## src/rtl/wdg_pkg.sv

```systemverilog
// Constants, types and carriers for the oscillator watchdog timer
package wdg_pkg;
    localparam int ADDR_W  = 18;
    localparam int IDX_W   = 16;
    localparam int IDX_LSB = 2;
    localparam int DATA_W  = 32;
    localparam int STRB_W  = 4;
    localparam int BYTE_W  = 8;
    localparam int PRE_W   = 16;
    localparam int CNT_W   = 12;
    localparam int CTRL_W  = 2;
    localparam int IRQ_W   = 2;

    // Register indices; the byte address is four times the index
    localparam logic [IDX_W-1:0] IDX_CTRL     = 16'hF020;
    localparam logic [IDX_W-1:0] IDX_PRESC    = 16'hF021;
    localparam logic [IDX_W-1:0] IDX_WRAP     = 16'hF022;
    localparam logic [IDX_W-1:0] IDX_COUNT    = 16'hF023;
    localparam logic [IDX_W-1:0] IDX_FLAG     = 16'hF024;
    localparam logic [IDX_W-1:0] IDX_IRQ_STAT = 16'hF025;
    localparam logic [IDX_W-1:0] IDX_IRQ_MASK = 16'hF026;

    localparam int CTRL_CNT_BIT  = 0;
    localparam int CTRL_TRIG_BIT = 1;
    localparam int FLAG_BIT      = 0;
    localparam int IRQ_EXPIRE    = 0;
    localparam int IRQ_WRAP      = 1;

    localparam logic [CTRL_W-1:0] CTRL_RST = 2'h0;
    localparam logic [CNT_W-1:0]  CNT_RST  = 12'hFFF;
    localparam logic [CNT_W-1:0]  CNT_ONE  = 12'h001;
    localparam logic [CNT_W-1:0]  CNT_ZERO = 12'h000;
    localparam logic [PRE_W-1:0]  WRAP_RST = 16'hFFFF;
    localparam logic [PRE_W-1:0]  PRE_ONE  = 16'h0001;
    localparam logic [PRE_W-1:0]  PRE_ZERO = 16'h0000;
    localparam logic [1:0]        RESP_OKAY   = 2'h0;
    localparam logic [1:0]        RESP_SLVERR = 2'h2;

    typedef enum logic [2:0] {
        WDG_IDLE    = 3'h1,
        WDG_RUN     = 3'h2,
        WDG_EXPIRED = 3'h4
    } wdg_phase_e;

    typedef struct packed {
        logic [IDX_W-1:0]  idx;
        logic [DATA_W-1:0] data;
        logic [DATA_W-1:0] mask;
    } wdg_wr_s;

    typedef struct packed {
        logic [DATA_W-1:0] data;
        logic              ok;
    } wdg_rd_s;
endpackage

```

## src/rtl/wdg_timer.sv

```systemverilog
// Oscillator-driven watchdog timer with AXI4-Lite registers
//
// Behaviour
// - Reset leaves counting and chip reset disabled
// - Control bit 0 enables countdown, else hold
// - Control bit 1 lets expiry reset chip
// - 16-bit prescaler counts every oscillator edge, readable
// - Prescaler at wrap clears, counter decrements
// - Writable wrap divides oscillator edges by value+1
// - 12-bit counter resets to FFF, counts ticks
// - Status bit 0 reads one after trigger
// - Triggered flag cleared only by power-on
// - Prescaler driven by oscillator input only
// - Count-only mode: countdown without chip reset
`timescale 1ns/1ps
module wdg_timer (
    input  wire logic                          clk,
    input  wire logic                          rst,
    input  wire logic                          por,
    input  wire logic                          oscillator_input,
    input  wire logic [wdg_pkg::ADDR_W-1:0]    s_axi_awaddr,
    input  wire logic                          s_axi_awvalid,
    output logic                               s_axi_awready,
    input  wire logic [wdg_pkg::DATA_W-1:0]    s_axi_wdata,
    input  wire logic [wdg_pkg::STRB_W-1:0]    s_axi_wstrb,
    input  wire logic                          s_axi_wvalid,
    output logic                               s_axi_wready,
    output logic [1:0]                         s_axi_bresp,
    output logic                               s_axi_bvalid,
    input  wire logic                          s_axi_bready,
    input  wire logic [wdg_pkg::ADDR_W-1:0]    s_axi_araddr,
    input  wire logic                          s_axi_arvalid,
    output logic                               s_axi_arready,
    output logic [wdg_pkg::DATA_W-1:0]         s_axi_rdata,
    output logic [1:0]                         s_axi_rresp,
    output logic                               s_axi_rvalid,
    input  wire logic                          s_axi_rready,
    output logic                               chip_reset,
    output logic                               irq
);
    logic                          rst_any;
    wdg_pkg::wdg_wr_s              wr;
    logic                          wr_valid;
    logic                          wr_ok;
    logic [wdg_pkg::IDX_W-1:0]     rd_idx;
    wdg_pkg::wdg_rd_s              rd;

    logic                          osc_prev;
    logic                          osc_edge;
    logic [wdg_pkg::PRE_W-1:0]     presc;
    logic [wdg_pkg::PRE_W-1:0]     wrap;
    logic                          tick;

    logic [wdg_pkg::CTRL_W-1:0]    ctrl;
    logic                          count_en;
    logic                          trig_en;
    logic [wdg_pkg::CNT_W-1:0]     count;
    logic                          dec;
    logic                          fire;
    logic                          triggered;
    wdg_pkg::wdg_phase_e           phase;

    logic                          hit_ctrl;
    logic                          hit_wrap;
    logic                          cnt_wr;
    logic                          hit_stat;
    logic                          hit_mask;
    logic [wdg_pkg::DATA_W-1:0]    ctrl_m;
    logic [wdg_pkg::DATA_W-1:0]    wrap_m;
    logic [wdg_pkg::DATA_W-1:0]    cnt_m;
    logic [wdg_pkg::DATA_W-1:0]    mask_m;
    logic [wdg_pkg::DATA_W-1:0]    wdat;
    logic [wdg_pkg::CNT_W-1:0]     cnt_wval;

    logic [wdg_pkg::IRQ_W-1:0]     irq_stat;
    logic [wdg_pkg::IRQ_W-1:0]     irq_mask;
    logic [wdg_pkg::IRQ_W-1:0]     irq_evt;
    logic [wdg_pkg::IRQ_W-1:0]     stat_clr;

    function automatic logic [wdg_pkg::DATA_W-1:0] merge(
        input logic [wdg_pkg::DATA_W-1:0] old,
        input wdg_pkg::wdg_wr_s           w
    );
        return (old & ~w.mask) | (w.data & w.mask);
    endfunction

    // Power-on reset implies a full reset of everything else
    assign rst_any = rst || por;

    wdg_axil_slave wdg_axil_slave_inst (
        .clk           (clk),
        .rst           (rst_any),
        .s_axi_awaddr  (s_axi_awaddr),
        .s_axi_awvalid (s_axi_awvalid),
        .s_axi_awready (s_axi_awready),
        .s_axi_wdata   (s_axi_wdata),
        .s_axi_wstrb   (s_axi_wstrb),
        .s_axi_wvalid  (s_axi_wvalid),
        .s_axi_wready  (s_axi_wready),
        .s_axi_bresp   (s_axi_bresp),
        .s_axi_bvalid  (s_axi_bvalid),
        .s_axi_bready  (s_axi_bready),
        .s_axi_araddr  (s_axi_araddr),
        .s_axi_arvalid (s_axi_arvalid),
        .s_axi_arready (s_axi_arready),
        .s_axi_rdata   (s_axi_rdata),
        .s_axi_rresp   (s_axi_rresp),
        .s_axi_rvalid  (s_axi_rvalid),
        .s_axi_rready  (s_axi_rready),
        .wr            (wr),
        .wr_valid      (wr_valid),
        .wr_ok         (wr_ok),
        .rd_idx        (rd_idx),
        .rd            (rd)
    );

    // Register write decode
    assign hit_ctrl = wr_valid && (wr.idx == wdg_pkg::IDX_CTRL);
    assign hit_wrap = wr_valid && (wr.idx == wdg_pkg::IDX_WRAP);
    assign cnt_wr   = wr_valid && (wr.idx == wdg_pkg::IDX_COUNT);
    assign hit_stat = wr_valid && (wr.idx == wdg_pkg::IDX_IRQ_STAT);
    assign hit_mask = wr_valid && (wr.idx == wdg_pkg::IDX_IRQ_MASK);
    // Read-only registers accept writes silently; holes answer SLVERR
    assign wr_ok = (wr.idx >= wdg_pkg::IDX_CTRL)
                && (wr.idx <= wdg_pkg::IDX_IRQ_MASK);

    assign ctrl_m   = merge(wdg_pkg::DATA_W'(ctrl), wr);
    assign wrap_m   = merge(wdg_pkg::DATA_W'(wrap), wr);
    assign cnt_m    = merge(wdg_pkg::DATA_W'(count), wr);
    assign mask_m   = merge(wdg_pkg::DATA_W'(irq_mask), wr);
    assign wdat     = wr.data & wr.mask;
    assign cnt_wval = cnt_m[wdg_pkg::CNT_W-1:0];

    assign count_en = ctrl[wdg_pkg::CTRL_CNT_BIT];
    assign trig_en  = ctrl[wdg_pkg::CTRL_TRIG_BIT];

    always_ff @(posedge clk) begin
        if (rst_any) begin
            ctrl <= wdg_pkg::CTRL_RST;
        end else if (hit_ctrl) begin
            ctrl <= ctrl_m[wdg_pkg::CTRL_W-1:0];
        end
    end

    // Edge detect on the oscillator; both edges advance the prescaler
    assign osc_edge = oscillator_input ^ osc_prev;

    always_ff @(posedge clk) begin
        if (rst_any) begin
            osc_prev <= 1'h0;
        end else begin
            osc_prev <= oscillator_input;
        end
    end

    // Compare with >= so a wrap lowered below the count takes effect
    assign tick = osc_edge && (presc >= wrap);

    always_ff @(posedge clk) begin
        if (rst_any) begin
            presc <= wdg_pkg::PRE_ZERO;
        end else if (tick) begin
            presc <= wdg_pkg::PRE_ZERO;
        end else if (osc_edge) begin
            presc <= presc + wdg_pkg::PRE_ONE;
        end
    end

    always_ff @(posedge clk) begin
        if (rst_any) begin
            wrap <= wdg_pkg::WRAP_RST;
        end else if (hit_wrap) begin
            wrap <= wrap_m[wdg_pkg::PRE_W-1:0];
        end
    end

    // Countdown only while enabled and not yet expired
    assign dec  = tick && count_en && (phase == wdg_pkg::WDG_RUN);
    assign fire = dec && !cnt_wr && (count <= wdg_pkg::CNT_ONE);

    always_ff @(posedge clk) begin
        if (rst_any) begin
            phase <= wdg_pkg::WDG_IDLE;
        end else if (!count_en) begin
            phase <= wdg_pkg::WDG_IDLE;
        end else begin
            unique case (phase)
                wdg_pkg::WDG_IDLE: begin
                    phase <= wdg_pkg::WDG_RUN;
                end
                wdg_pkg::WDG_RUN: begin
                    if (fire) begin
                        phase <= wdg_pkg::WDG_EXPIRED;
                    end
                end
                wdg_pkg::WDG_EXPIRED: begin
                    // A fresh nonzero count rearms the timer
                    if (cnt_wr && (cnt_wval != wdg_pkg::CNT_ZERO)) begin
                        phase <= wdg_pkg::WDG_RUN;
                    end
                end
                default: begin
                    phase <= wdg_pkg::WDG_IDLE;
                end
            endcase
        end
    end

    always_ff @(posedge clk) begin
        if (rst_any) begin
            count <= wdg_pkg::CNT_RST;
        end else if (cnt_wr) begin
            count <= cnt_wval;
        end else if (dec && (count != wdg_pkg::CNT_ZERO)) begin
            count <= count - wdg_pkg::CNT_ONE;
        end
    end

    // Held through every reset except power-on, so software can see it
    always_ff @(posedge clk) begin
        if (por) begin
            triggered <= 1'h0;
        end else if (fire && trig_en) begin
            triggered <= 1'h1;
        end
    end

    always_ff @(posedge clk) begin
        if (rst_any) begin
            chip_reset <= 1'h0;
        end else begin
            chip_reset <= fire && trig_en;
        end
    end

    // Interrupt status: set wins over a same-cycle write-one-clear
    assign irq_evt[wdg_pkg::IRQ_EXPIRE] = fire;
    assign irq_evt[wdg_pkg::IRQ_WRAP]   = tick;
    assign stat_clr = hit_stat ? wdat[wdg_pkg::IRQ_W-1:0] : '0;
    assign irq      = |(irq_stat & irq_mask);

    always_ff @(posedge clk) begin
        if (rst_any) begin
            irq_stat <= '0;
        end else begin
            irq_stat <= (irq_stat & ~stat_clr) | irq_evt;
        end
    end

    always_ff @(posedge clk) begin
        if (rst_any) begin
            irq_mask <= '0;
        end else if (hit_mask) begin
            irq_mask <= mask_m[wdg_pkg::IRQ_W-1:0];
        end
    end

    always_comb begin
        rd      = '0;
        rd.ok   = 1'h1;
        unique case (rd_idx)
            wdg_pkg::IDX_CTRL: begin
                rd.data[wdg_pkg::CTRL_W-1:0] = ctrl;
            end
            wdg_pkg::IDX_PRESC: begin
                rd.data[wdg_pkg::PRE_W-1:0] = presc;
            end
            wdg_pkg::IDX_WRAP: begin
                rd.data[wdg_pkg::PRE_W-1:0] = wrap;
            end
            wdg_pkg::IDX_COUNT: begin
                rd.data[wdg_pkg::CNT_W-1:0] = count;
            end
            wdg_pkg::IDX_FLAG: begin
                rd.data[wdg_pkg::FLAG_BIT] = triggered;
            end
            wdg_pkg::IDX_IRQ_STAT: begin
                rd.data[wdg_pkg::IRQ_W-1:0] = irq_stat;
            end
            wdg_pkg::IDX_IRQ_MASK: begin
                rd.data[wdg_pkg::IRQ_W-1:0] = irq_mask;
            end
            default: begin
                rd.ok = 1'h0;
            end
        endcase
    end
endmodule

```

## src/rtl/wdg_axil_slave.sv

```systemverilog
// AXI4-Lite slave front end of the watchdog register file
`timescale 1ns/1ps
module wdg_axil_slave (
    input  wire logic                          clk,
    input  wire logic                          rst,
    input  wire logic [wdg_pkg::ADDR_W-1:0]    s_axi_awaddr,
    input  wire logic                          s_axi_awvalid,
    output logic                               s_axi_awready,
    input  wire logic [wdg_pkg::DATA_W-1:0]    s_axi_wdata,
    input  wire logic [wdg_pkg::STRB_W-1:0]    s_axi_wstrb,
    input  wire logic                          s_axi_wvalid,
    output logic                               s_axi_wready,
    output logic [1:0]                         s_axi_bresp,
    output logic                               s_axi_bvalid,
    input  wire logic                          s_axi_bready,
    input  wire logic [wdg_pkg::ADDR_W-1:0]    s_axi_araddr,
    input  wire logic                          s_axi_arvalid,
    output logic                               s_axi_arready,
    output logic [wdg_pkg::DATA_W-1:0]         s_axi_rdata,
    output logic [1:0]                         s_axi_rresp,
    output logic                               s_axi_rvalid,
    input  wire logic                          s_axi_rready,
    output wdg_pkg::wdg_wr_s                   wr,
    output logic                               wr_valid,
    input  wire logic                          wr_ok,
    output logic [wdg_pkg::IDX_W-1:0]          rd_idx,
    input  wdg_pkg::wdg_rd_s                   rd
);
    logic                         aw_held;
    logic                         w_held;
    logic [wdg_pkg::IDX_W-1:0]    aw_idx;
    logic [wdg_pkg::DATA_W-1:0]   w_data;
    logic [wdg_pkg::STRB_W-1:0]   w_strb;
    logic [wdg_pkg::DATA_W-1:0]   w_mask;

    // Address and data may arrive in either order; both wait here
    assign s_axi_awready = !aw_held && !s_axi_bvalid;
    assign s_axi_wready  = !w_held && !s_axi_bvalid;
    assign s_axi_arready = !s_axi_rvalid;
    assign wr_valid      = aw_held && w_held;
    assign rd_idx = s_axi_araddr[wdg_pkg::ADDR_W-1:wdg_pkg::IDX_LSB];
    assign wr.idx  = aw_idx;
    assign wr.data = w_data;
    assign wr.mask = w_mask;

    genvar b;
    generate
        for (b = 0; b < wdg_pkg::STRB_W; b++) begin : g_lane
            assign w_mask[b*wdg_pkg::BYTE_W +: wdg_pkg::BYTE_W] =
                {wdg_pkg::BYTE_W{w_strb[b]}};
        end
    endgenerate

    always_ff @(posedge clk) begin
        if (rst) begin
            aw_held <= 1'h0;
            aw_idx  <= '0;
        end else if (s_axi_awvalid && s_axi_awready) begin
            aw_held <= 1'h1;
            aw_idx  <= s_axi_awaddr[wdg_pkg::ADDR_W-1:wdg_pkg::IDX_LSB];
        end else if (wr_valid) begin
            aw_held <= 1'h0;
        end
    end

    always_ff @(posedge clk) begin
        if (rst) begin
            w_held <= 1'h0;
            w_data <= '0;
            w_strb <= '0;
        end else if (s_axi_wvalid && s_axi_wready) begin
            w_held <= 1'h1;
            w_data <= s_axi_wdata;
            w_strb <= s_axi_wstrb;
        end else if (wr_valid) begin
            w_held <= 1'h0;
        end
    end

    always_ff @(posedge clk) begin
        if (rst) begin
            s_axi_bvalid <= 1'h0;
            s_axi_bresp  <= wdg_pkg::RESP_OKAY;
        end else if (wr_valid) begin
            s_axi_bvalid <= 1'h1;
            s_axi_bresp  <= wr_ok ? wdg_pkg::RESP_OKAY
                                  : wdg_pkg::RESP_SLVERR;
        end else if (s_axi_bready) begin
            s_axi_bvalid <= 1'h0;
        end
    end

    always_ff @(posedge clk) begin
        if (rst) begin
            s_axi_rvalid <= 1'h0;
            s_axi_rdata  <= '0;
            s_axi_rresp  <= wdg_pkg::RESP_OKAY;
        end else if (s_axi_arvalid && s_axi_arready) begin
            s_axi_rvalid <= 1'h1;
            s_axi_rdata  <= rd.data;
            s_axi_rresp  <= rd.ok ? wdg_pkg::RESP_OKAY
                                  : wdg_pkg::RESP_SLVERR;
        end else if (s_axi_rready) begin
            s_axi_rvalid <= 1'h0;
        end
    end
endmodule

```

## config.mk

```make
export PLATFORM = sky130hd
export DESIGN_NAME = wdg_timer
export DESIGN_NICKNAME = d
export VERILOG_FILES = /design/src/rtl/wdg_pkg.sv /design/src/rtl/wdg_timer.sv /design/src/rtl/wdg_axil_slave.sv
export SDC_FILE = /design/constraint.sdc
export NUM_CORES = 1
export LEC_CHECK = 0
export BUFFER_PORTS_ARGS = -buffer_cell sky130_fd_sc_hd__clkbuf_2
export CAP_MARGIN = 0
export CORE_MARGIN = 2
export CORE_UTILIZATION = 59
export CTS_BUF_LIST = sky130_fd_sc_hd__clkbuf_16
export DETAILED_ROUTE_END_ITERATION = 7
export PLACE_DENSITY = 0.86
export SYNTH_ARGS = -nofsm -noshare
export SYNTH_HDL_FRONTEND = slang
export SYNTH_SLANG_ARGS = --single-unit
```

## constraint.sdc

```tcl
create_clock -name clk -period 6.5 [get_ports clk]
set_input_delay 0.65 -clock clk [delete_from_list [all_inputs] [get_ports clk]]
set_output_delay 0.65 -clock clk [all_outputs]
set_load 0.01 [all_outputs]
```

==> flow_metrics.py, run 1 <==
metrics = {
    "run_status": {
        "outcome": "finished, final reports clean",
    },
    "sta": {
        "hold_viol_final": 0,
        "setup_violations": 0,
        "tns_ps": 0,
        "period_needed_ps": 3028,
        "fin_hold_ws_ps": 454.6,
        "worstMarginPinSlew_ps": 945.3,
        "clock-skew-final_ps": 6.692,
        "maxSlewHeadroom_pct": 36.75,
        "slew_violations": 0,
        "rsz0062_at_grt": "false",
        "max_freq_ghz": 0.3303,
        "post-route-period-util_pct": 46.58,
    },
    "yosys": {
        "synth_compound_area_share_pct": 18.31,
        "synth-simple-area-share_pct": 23.17,
        "yosys.area_share.adder_pct": 4.213,
        "syn_area_per_cell_um2": 8.096,
        "synth_mux_area_share_pct": 4.922,
        "synth_top_family_by_area": "simple AND/OR/NAND/NOR gates",
        "synthArstFlopShare_pct": 0,
        "synth_cell_types": 57,
        "synth.area.top_cells": "dfxtp_1 40%, nand2_1 8.6%, a21oi_1 4.6%",
        "netlist_instances": 697,
        "ys_warn_count": 0,
        "synthXorXnorAreaFrac_pct": 2.794,
        "synth_edf_count": 0,
        "ys.flop_type": "dfxtp_1",
        "yosys.area.top_type": "dfxtp_1",
        "yosysSeqAreaShare_pct": 39.73,
        "yosys.area.top_type_share_pct": 39.73,
        "netlist_area_um2": 5643,
        "ys_ff_latch": 112,
    },
    "routing": {
        "remaining_drc_errors": 0,
        "firstDrtPassIters": 5,
        "drt_iter0_drc": 409,
        "viasPerCell": 5.867,
        "routed_wirelength_mm": 13.57,
        "antenna_left": 0,
        "wl_per_cell_um": 15.28,
        "vias": 5210,
    },
    "clock_tree": {
        "root_buffer": "clkbuf_16",
        "ctsHoldBuffers": 0,
        "clock_latency_ps": 350,
        "cts_resized": 0,
        "cts_max_path_buffers": 2,
        "clk_pin_slew_ps": 70,
        "cts_tree": "done",
        "numCtsBuffers": 9,
        "post_cts_buffers": 0,
        "cts_sinks": 112,
        "htree_num_levels": 3,
    },
    "place": {
        "gp_congestion": 0.9091,
        "dp_hpwl_mm": 9.898,
        "io_buffer_count": 83,
    },
    "die": {
        "die_area_um2": 10360,
        "fp.dieH_um": 101.8,
        "fp-row-count": 35,
        "pin_count": 124,
        "placeableCoreArea_um2": 9240,
        "start_util_pct": 61.07,
        "die_w_um": 101.8,
    },
    "cells_and_area": {
        "layout_commonest_cell": "nand2_1",
        "final_cell_mix": "129 x nand2_1, 112 x dfxtp_1, 83 x clkbuf_2, 62 x nor2_1, 52 x a21oi_1",
        "diodes": 0,
        "layout-drive-gt1-share_pct": 15.28,
        "final_nets": 854,
        "area_growth_pct": 11.73,
    },
    "power": {
        "peakVddDrop_mv": 0.1191,
        "pwr-share-clk_pct": 39.4,
        "combPwrFrac_pct": 7.3,
        "power_switching_mw": 0.3295,
        "swShare_pct": 24.88,
        "internal-power_mw": 0.9949,
        "leakagePower_nw": 2.692,
        "p_seq_share_pct": 53.2,
        "power.density_nw_per_um2": 210.1,
    },
    "global_routing": {
        "grt_pass1_vias": 4842,
        "grt_max_degree": 73,
        "grt_first_pass_wirelength_mm": 22.69,
        "overflow": 0,
        "track_usage_pct": 27.21,
        "antenna_found_initial": 0,
    },
    "critical_path": {
        "worstSetupPathType": "flop to flop",
        "cp-end-kind": "flop",
        "crit_arrival_ps": 3290,
        "cp.required_ps": 6760,
        "setup.worst_path.start_class": "flop",
        "reg2regPathDepth": 8,
        "crit_fanout": 5,
    },
    "run": {
        "maxCapViolCount": 0,
    },
    "hold_path": {
        "whs_path_depth": 2,
        "hold_class": "flop to flop",
    },
}
-- cells by family (layout without fill, tap and decap cells) --
family	after synthesis	in the layout
multiplexers	26	26
adder cells (fa/ha/maj)	19	19
AO/OA/AOI/OAI	153	153
buffers and inverters	82	127
flip-flops	112	112
AND/OR/NAND/NOR	286	286
other	1	18
XOR/XNOR	18	18
-- synth_stat cells, drive strengths merged, types with 6 or more instances --
library cell / n
and3: 7
a2bb2oi: 10
nor2: 63
mux2i: 21
xor2: 12
dfxtp: 112
inv: 24
or4: 7
o21ai: 20
nor4: 11
nand3: 16
and2: 7
nand2: 129
nor3: 13
a21oi: 52
clkbuf: 38
o211ai: 10
a22oi: 16
buf: 20
xnor2: 6
ha: 19
a211oi: 7
nand4: 14
-- layout make-up --
class / count / area (µm²)
Clock buffer: 9 / 225.2
Clock inverter: 7 / 56.30
Fill cell: 754 / 2935
Inverter: 24 / 90.09
Multi-Input combinational cell: 520 / 3084
Sequential cell: 112 / 2242
Tap cell: 129 / 161.4
Timing Repair Buffer: 87 / 445.4
-- worst max-delay path, cell delays in order, from the launching register on --
cell	delay (ps)
dfxtp_1	400
inv_1	80
ha_1	300
nand4_1	180
or4_1	560
o32a_1	380
a2111o_1	530
or2_4	290
a211oi_1	220
-- per-stage QoR --
step | std cells | worst slack (ps) | instance area [µm²] | total power [mW] | utilization [%]
3_3_place_gp | 872 | 3618 | 6023 | 0.8126 | 65.19
3_5_place_dp | 872 | 3564 | 6023 | 0.8166 | 65.19
4_1_cts | 888 | 3527 | 6305 | 1.326 | 68.23
5_1_grt | 888 | 3346 | 6305 | 1.372 | 68.23
6_report | 888 | 3472 | 6305 | 1.324 | 68.23
2_1_floorplan | 714 | 3851 | 5707 | 0.7898 | -
-- power groups by stage --
stage / clock [mW] / sequential, mW / combinational, mW
floorplan: 0 / 0.716 / 0.0736
detailed placement: 0 / 0.721 / 0.0959
global route: 0.557 / 0.706 / 0.109
finish: 0.522 / 0.705 / 0.0973
global placement: 0 / 0.720 / 0.0925
CTS: 0.524 / 0.705 / 0.0966
-- final timing paths --
kind / from / end / slack [ps]
max: flop / count[8]$_SDFFE_PP1P_ / 3470
min: wdg_axil_slave_inst.aw_idx[11]$_SDFFE_PP0P_ / wdg_axil_slave_inst.aw_idx[11]$_SDFFE_PP0P_ / 450
max reg2reg: flop / count[8]$_SDFFE_PP1P_ / 3470
min reg2reg: wdg_axil_slave_inst.aw_idx[11]$_SDFFE_PP0P_ / wdg_axil_slave_inst.aw_idx[11]$_SDFFE_PP0P_ / 450
-- routing by layer --
layer  global-route usage (%)  vias up  share of wire [%]
li1                         -     2551                  -
met1                    36.36     2412                 43
met2                    45.04      215                 49
met3                    3.658       32                6.9
met4                    9.771        0                1.9
met5                        0        -                  0
No activity file was read; power rests on OpenSTA's default activity.
==> run 2, diff against run 1 <==
Settings changed: CORE_UTILIZATION 59 to 55, PLACE_DENSITY 0.86 to 0.81.
Clock period 6.5 ns to 2.8 ns, I/O delays scaled along.
==> flow_metrics.py, run 2 (synthesis gave the netlist of run 1 again) <==
metrics = {
    "clock_tree": {
        "numCtsBuffers": 9,
        "cts_sinks": 112,
        "htree_num_levels": 3,
        "clk_pin_slew_ps": 70,
        "ctsHoldBuffers": 0,
        "cts_max_path_buffers": 2,
        "clock_latency_ps": 360,
        "root_buffer": "clkbuf_16",
        "cts_tree": "done",
    },
    "cells_and_area": {
        "diodes": 0,
        "stdcell_count": 916,
        "final_nets": 878,
        "area_growth_pct": 17.23,
        "layout_commonest_cell": "nand2_1",
        "layout-drive-gt1-share_pct": 20.05,
        "final_area_um2": 6615,
        "final_cell_mix": "129 x nand2_1, 104 x dfxtp_1, 83 x clkbuf_2, 62 x nor2_1, 51 x a21oi_1",
    },
    "sta": {
        "setup_ws_ps": -70.94,
        "slew_violations": 0,
        "rsz0062_at_grt": "true",
        "period_needed_ps": 2871,
        "hold_viol_final": 0,
        "clock-skew-final_ps": 7.936,
        "worstMarginPinSlew_ps": 923.2,
        "post-route-period-util_pct": 102.5,
        "max_freq_ghz": 0.3483,
        "setup_violations": 4,
        "maxSlewHeadroom_pct": 36.86,
    },
    "critical_path": {
        "reg2reg_to": "count[4]$_SDFFE_PP1P_",
        "crit_fanout": 4,
        "max_stage_delay_ps": 480,
        "cp.required_ps": 3090,
        "crit_arrival_ps": 3160,
        "cp_cell_sequence": "inv_1, ha_1, nand4_1, or4_4, o32a_1, a2111o_1, or2_4, buf_6, a31oi_4",
        "reg2reg_slack_ps": -70,
        "setup.worst_path.start_class": "flop",
        "cp_slowest_cell": "a2111o_1",
        "reg2regPathDepth": 9,
        "worstSetupPathType": "flop to flop",
        "critPathCapture": "count[4]$_SDFFE_PP1P_",
        "cp-end-kind": "flop",
    },
    "place": {
        "gp_congestion": 0.9253,
        "io_buffer_count": 83,
        "dp_hpwl_mm": 10.76,
        "post-place-ws_ps": -45.50,
        "place_area_um2": 6191,
        "place_inst": 896,
    },
    "global_routing": {
        "grt_max_degree": 41,
        "overflow": 0,
        "grt_first_pass_wirelength_mm": 24.11,
        "grt_pass1_vias": 4941,
        "track_usage_pct": 26.84,
        "antenna_found_initial": 0,
    },
    "power": {
        "power.density_nw_per_um2": 480.0,
        "peakVddDrop_mv": 0.2666,
        "combPwrFrac_pct": 7.6,
        "p_seq_share_pct": 51.5,
        "power_switching_mw": 0.7748,
        "pwr-share-clk_pct": 40.9,
        "swShare_pct": 24.40,
        "internal-power_mw": 2.401,
        "leakagePower_nw": 2.820,
    },
    "die": {
        "fp.dieH_um": 105.3,
        "die_w_um": 105.3,
        "fp-row-count": 36,
        "start_util_pct": 57.20,
        "die_area_um2": 11090,
        "pin_count": 124,
        "placeableCoreArea_um2": 9864,
    },
    "routing": {
        "drt_iter0_drc": 428,
        "remaining_drc_errors": 0,
        "viasPerCell": 5.829,
        "firstDrtPassIters": 5,
        "wl_per_cell_um": 16.05,
        "vias": 5339,
        "antenna_left": 0,
        "routed_wirelength_mm": 14.70,
    },
    "run_status": {
        "outcome": "complete, but fails checks",
        "violations": "negative setup slack",
    },
    "hold_path": {
        "hold_class": "input pin to flop",
        "whs_path_depth": 2,
    },
    "run": {
        "maxCapViolCount": 0,
    },
}
[run 2: cell count changes in the layout (fill, tap and decap cells not counted), moves of 2 or more]
cell / delta
buf_4: +22
dfxtp_1: -8
dfxtp_2: +8
clkinv_4: -3
ha_1: -3
ha_4: +3
a2111oi_0: -2
inv_2: +2
[run 2: cell type report]
| cell class | count | area, µm² |
|---|---|---|
| fillers | 825 | 3249 |
| multi-input cells | 520 | 3169 |
| flip-flops and latches | 112 | 2252 |
| repair buffers | 111 | 641.9 |
| clock buffers | 9 | 225.2 |
| well taps | 133 | 166.4 |
| inverters | 24 | 90.09 |
| clock inverters | 7 | 70.07 |
[run 2: worst min-delay path by stage]
stage                     slack [ps]                                          to                                        from
final                            130                      triggered$_SDFFE_PP0P_                                         por
after global routing             150  wdg_axil_slave_inst.w_data[7]$_SDFFE_PP0P_                              s_axi_wdata[7]
after CTS                        130                      triggered$_SDFFE_PP0P_                                         por
after detailed placement         450  wdg_axil_slave_inst.aw_idx[7]$_SDFFE_PP0P_  wdg_axil_slave_inst.aw_idx[7]$_SDFFE_PP0P_
after global placement           440  wdg_axil_slave_inst.aw_idx[8]$_SDFFE_PP0P_  wdg_axil_slave_inst.aw_idx[8]$_SDFFE_PP0P_
after floorplan                  350                      triggered$_SDFFE_PP0P_                                         por
[run 2: through the flow]
step                      hold slack, ps  setup TNS (ps)  utilization (%)  power (mW)
after global placement             438.6          -61.86            62.76       1.901
final                              133.2          -191.5            67.06       3.176
after global routing               146.1          -349.4            67.06       3.278
after CTS                          129.7               0            65.85       3.186
after floorplan                    352.4               0                -       1.833
after detailed placement           445.0          -91.83            62.76       1.909
[run 2: routing by layer]
| metal | share of wire [%] | global-route usage, % |
|---|---|---|
| met5 | 0 | 0 |
| met4 | 2.0 | 10.00 |
| met3 | 6.6 | 4.700 |
| met2 | 46 | 42.40 |
| met1 | 45 | 36.72 |
[run 2: what timing repair did]
action / 4_1_cts / 5_1_grt
setup buffers: 0 / 4
pin swaps: 1 / 10
gates resized for setup: 3 / 19
endpoints found under the setup margin: 5 / 10
[run 2: critical path, delay by kind of cell (launching register included)]
kind / cells / cell delay [ps]
flops: 1 / 360
fa+ha+maj: 1 / 300
compound gates: 3 / 1030
simple gates: 3 / 920
buf+inv: 2 / 180
[run 2: power by group through the flow]
| stage | Clock (mW) | Sequential, mW | Combinational (mW) |
|---|---|---|---|
| 2_1_floorplan | 0 | 1.66 | 0.171 |
| 3_3_place_gp | 0 | 1.67 | 0.229 |
| 3_5_place_dp | 0 | 1.67 | 0.236 |
| 4_1_cts | 1.31 | 1.64 | 0.237 |
| 5_1_grt | 1.37 | 1.64 | 0.268 |
| 6_report | 1.30 | 1.64 | 0.240 |
==> run 3, diff against run 2 <==
Settings changed: ABC_AREA set to 1, PLACE_DENSITY 0.81 to 0.8.
==> flow_metrics.py, run 3 <==
metrics = {
    "run_status": {
        "outcome": "finished, final reports clean",
    },
    "run": {
        "maxCapViolCount": 0,
    },
    "sta": {
        "period_needed_ps": 2268,
        "rsz0062_at_grt": "false",
        "fin_hold_ws_ps": 144.8,
        "hold_viol_final": 0,
        "setup_violations": 0,
        "tns_ps": 0,
        "post-route-period-util_pct": 81.02,
        "slew_violations": 0,
        "worstMarginPinSlew_ps": 822.6,
        "clock-skew-final_ps": 6.039,
        "setup_ws_ps": 531.5,
        "maxSlewHeadroom_pct": 45.10,
        "max_freq_ghz": 0.4408,
    },
    "routing": {
        "firstDrtPassIters": 5,
        "vias": 5832,
        "routed_wirelength_mm": 14.49,
        "wl_per_cell_um": 13.16,
        "remaining_drc_errors": 0,
        "antenna_left": 0,
        "drt_iter0_drc": 379,
        "viasPerCell": 5.297,
    },
    "yosys": {
        "synth_edf_count": 0,
        "synthArstFlopShare_pct": 0,
        "synthXorXnorAreaFrac_pct": 2.025,
        "yosys.area_share.adder_pct": 3.926,
        "synth.area.top_cells": "dfxtp_1 37%, nand2_1 9.1%, nor2_1 8.4%",
        "synth_mux_area_share_pct": 0,
        "ys_warn_count": 0,
        "ys.flop_type": "dfxtp_1",
        "synth_cell_types": 42,
        "yosysSeqAreaShare_pct": 37.02,
        "yosysMostFrequentCell": "nand2_1",
        "synthTopCellsByCount": "147 x nand2_1, 136 x nor2_1, 112 x dfxtp_1, 105 x inv_1, 71 x nand3_1",
        "netlist_area_um2": 6056,
        "synth_compound_area_share_pct": 13.95,
        "syn_area_per_cell_um2": 6.858,
        "synth_top_family_by_area": "simple AND/OR/NAND/NOR gates",
        "yosys.area.top_type_share_pct": 37.02,
        "synth-simple-area-share_pct": 31.80,
        "ys_ff_latch": 112,
        "yosys.area.top_type": "dfxtp_1",
        "netlist_instances": 883,
    },
    "critical_path": {
        "cp.required_ps": 3080,
        "cp-end-kind": "flop",
        "reg2regPathDepth": 10,
        "crit_arrival_ps": 2550,
        "crit_fanout": 14,
        "worstSetupPathType": "flop to flop",
        "reg2reg_slack_ps": 530,
        "reg2reg_to": "count[3]$_SDFFE_PP1P_",
        "setup.worst_path.start_class": "flop",
    },
    "global_routing": {
        "grt_max_degree": 66,
        "overflow": 0,
        "grt_pass1_vias": 5258,
        "track_usage_pct": 25.49,
        "antenna_found_initial": 0,
        "grt_first_pass_wirelength_mm": 23.87,
    },
    "cells_and_area": {
        "nFillCells": 1046,
        "layout_commonest_cell": "nand2_1",
        "seq_area_um2": 2242,
        "final_core_util_pct": 62.84,
        "layout-drive-gt1-share_pct": 14.05,
        "final_nets": 1056,
        "area_growth_pct": 12.00,
        "diodes": 0,
        "final_cell_mix": "147 x nand2_1, 135 x nor2_1, 112 x dfxtp_1, 107 x inv_1, 83 x clkbuf_2",
        "multi_input_area_um2": 3206,
    },
    "clock_tree": {
        "numCtsBuffers": 9,
        "clock_latency_ps": 350,
        "root_buffer": "clkbuf_16",
        "htree_num_levels": 3,
        "cts_resized": 0,
        "clk_pin_slew_ps": 70,
        "ctsHoldBuffers": 0,
        "post_cts_buffers": 0,
        "cts_max_path_buffers": 2,
        "cts_sinks": 112,
        "cts_tree": "done",
    },
    "power": {
        "combPwrFrac_pct": 7.6,
        "power_switching_mw": 0.7335,
        "pwr-share-clk_pct": 39.7,
        "p_seq_share_pct": 52.7,
        "swShare_pct": 23.55,
        "internal-power_mw": 2.381,
        "power.density_nw_per_um2": 459.1,
        "leakagePower_nw": 3.331,
        "peakVddDrop_mv": 0.2996,
        "power.total_mw": 3.114,
    },
    "place": {
        "gp_congestion": 0.9335,
        "io_buffer_count": 83,
        "dp_hpwl_mm": 11.06,
        "post-place-ws_ps": 614.3,
    },
    "die": {
        "die_area_um2": 11870,
        "fp.dieH_um": 108.9,
        "pin_count": 124,
        "fp-row-count": 38,
        "die_w_um": 108.9,
        "start_util_pct": 56.11,
        "placeableCoreArea_um2": 10790,
    },
    "hold_path": {
        "hold_start": "por",
        "whs_path_depth": 2,
        "min_to": "triggered$_SDFFE_PP0P_",
        "hold_class": "input pin to flop",
    },
}
[run 3: cell types whose count changed in the layout (fill, tap and decap cells not counted), sizes merged, moves of 9 or more]
cell     before  now
inv          27  113
nor2         63  144
nand3        16   75
o21ai        20   71
nand2       129  154
buf          28    6
mux2i        21    0
a22oi        16    0
o22ai         0   12
a21oi        52   63
a2bb2oi      10    0
nand4        14   23
[run 3: kinds of logic (layout without fill, tap and decap cells)]
family                   count (synthesis)  after routing
AND/OR/NAND/NOR                        423            423
AO/OA/AOI/OAI                          159            159
buffers and inverters                  155            216
flip-flops                             112            112
adder cells (fa/ha/maj)                 19             19
XOR/XNOR                                14             14
other                                    1             18
[run 3: worst max path at each step]
stage,startpoint,cells past startpoint,endpoint
5_1_grt,flop,14,count[11]$_SDFFE_PP1P_
4_1_cts,flop,10,count[3]$_SDFFE_PP1P_
3_5_place_dp,flop,10,count[3]$_SDFFE_PP1P_
6_report,flop,10,count[3]$_SDFFE_PP1P_
3_3_place_gp,presc[7]$_SDFFE_PP0P_,13,count[3]$_SDFFE_PP1P_
2_1_floorplan,presc[7]$_SDFFE_PP0P_,13,presc[3]$_SDFFE_PP0P_
[run 3: stage by stage]
stage | instance area [µm²] | std cells
after CTS | 6783 | 1101
after global routing | 6783 | 1101
after detailed placement | 6502 | 1085
final | 6783 | 1101
after floorplan | 6120 | 900
after global placement | 6502 | 1085
[run 3: power groups by stage]
stage / registers (mW) / clock network [mW] / logic, mW
floorplan: 1.67 / 0 / 0.173
global placement: 1.68 / 0 / 0.233
detailed placement: 1.68 / 0 / 0.237
CTS: 1.64 / 1.25 / 0.238
global route: 1.65 / 1.31 / 0.273
finish: 1.64 / 1.24 / 0.237
[run 3: worst max-delay path, stage by stage, from the launching register on]
cell and delay (ps):
dfxtp_1 350, inv_1 80, ha_1 300, nand2_1 90
nor3_1 250, nand2_1 80, nand2_1 160, nand4_2 360
nand2_1 360, nand2_1 90, nand3_1 70
[run 3: cell type report]
| cell class | count | area share (%) |
|---|---|---|
| clock buffers | 9 | 3.320 |
| clock inverters | 7 | 0.8117 |
| inverters | 111 | 6.180 |
| multi-input cells | 633 | 47.26 |
| flip-flops and latches | 112 | 33.06 |
| well taps | 140 | 2.583 |
| repair buffers | 89 | 6.788 |
[run 3: routing by layer]
metal,GRT usage (%),part of all wire [%],vias up
met3,3.766,6.0,28
li1,-,-,3006
met2,42.81,46,183
met5,0,0,-
met1,32.34,45,2615
met4,11.36,2.7,0
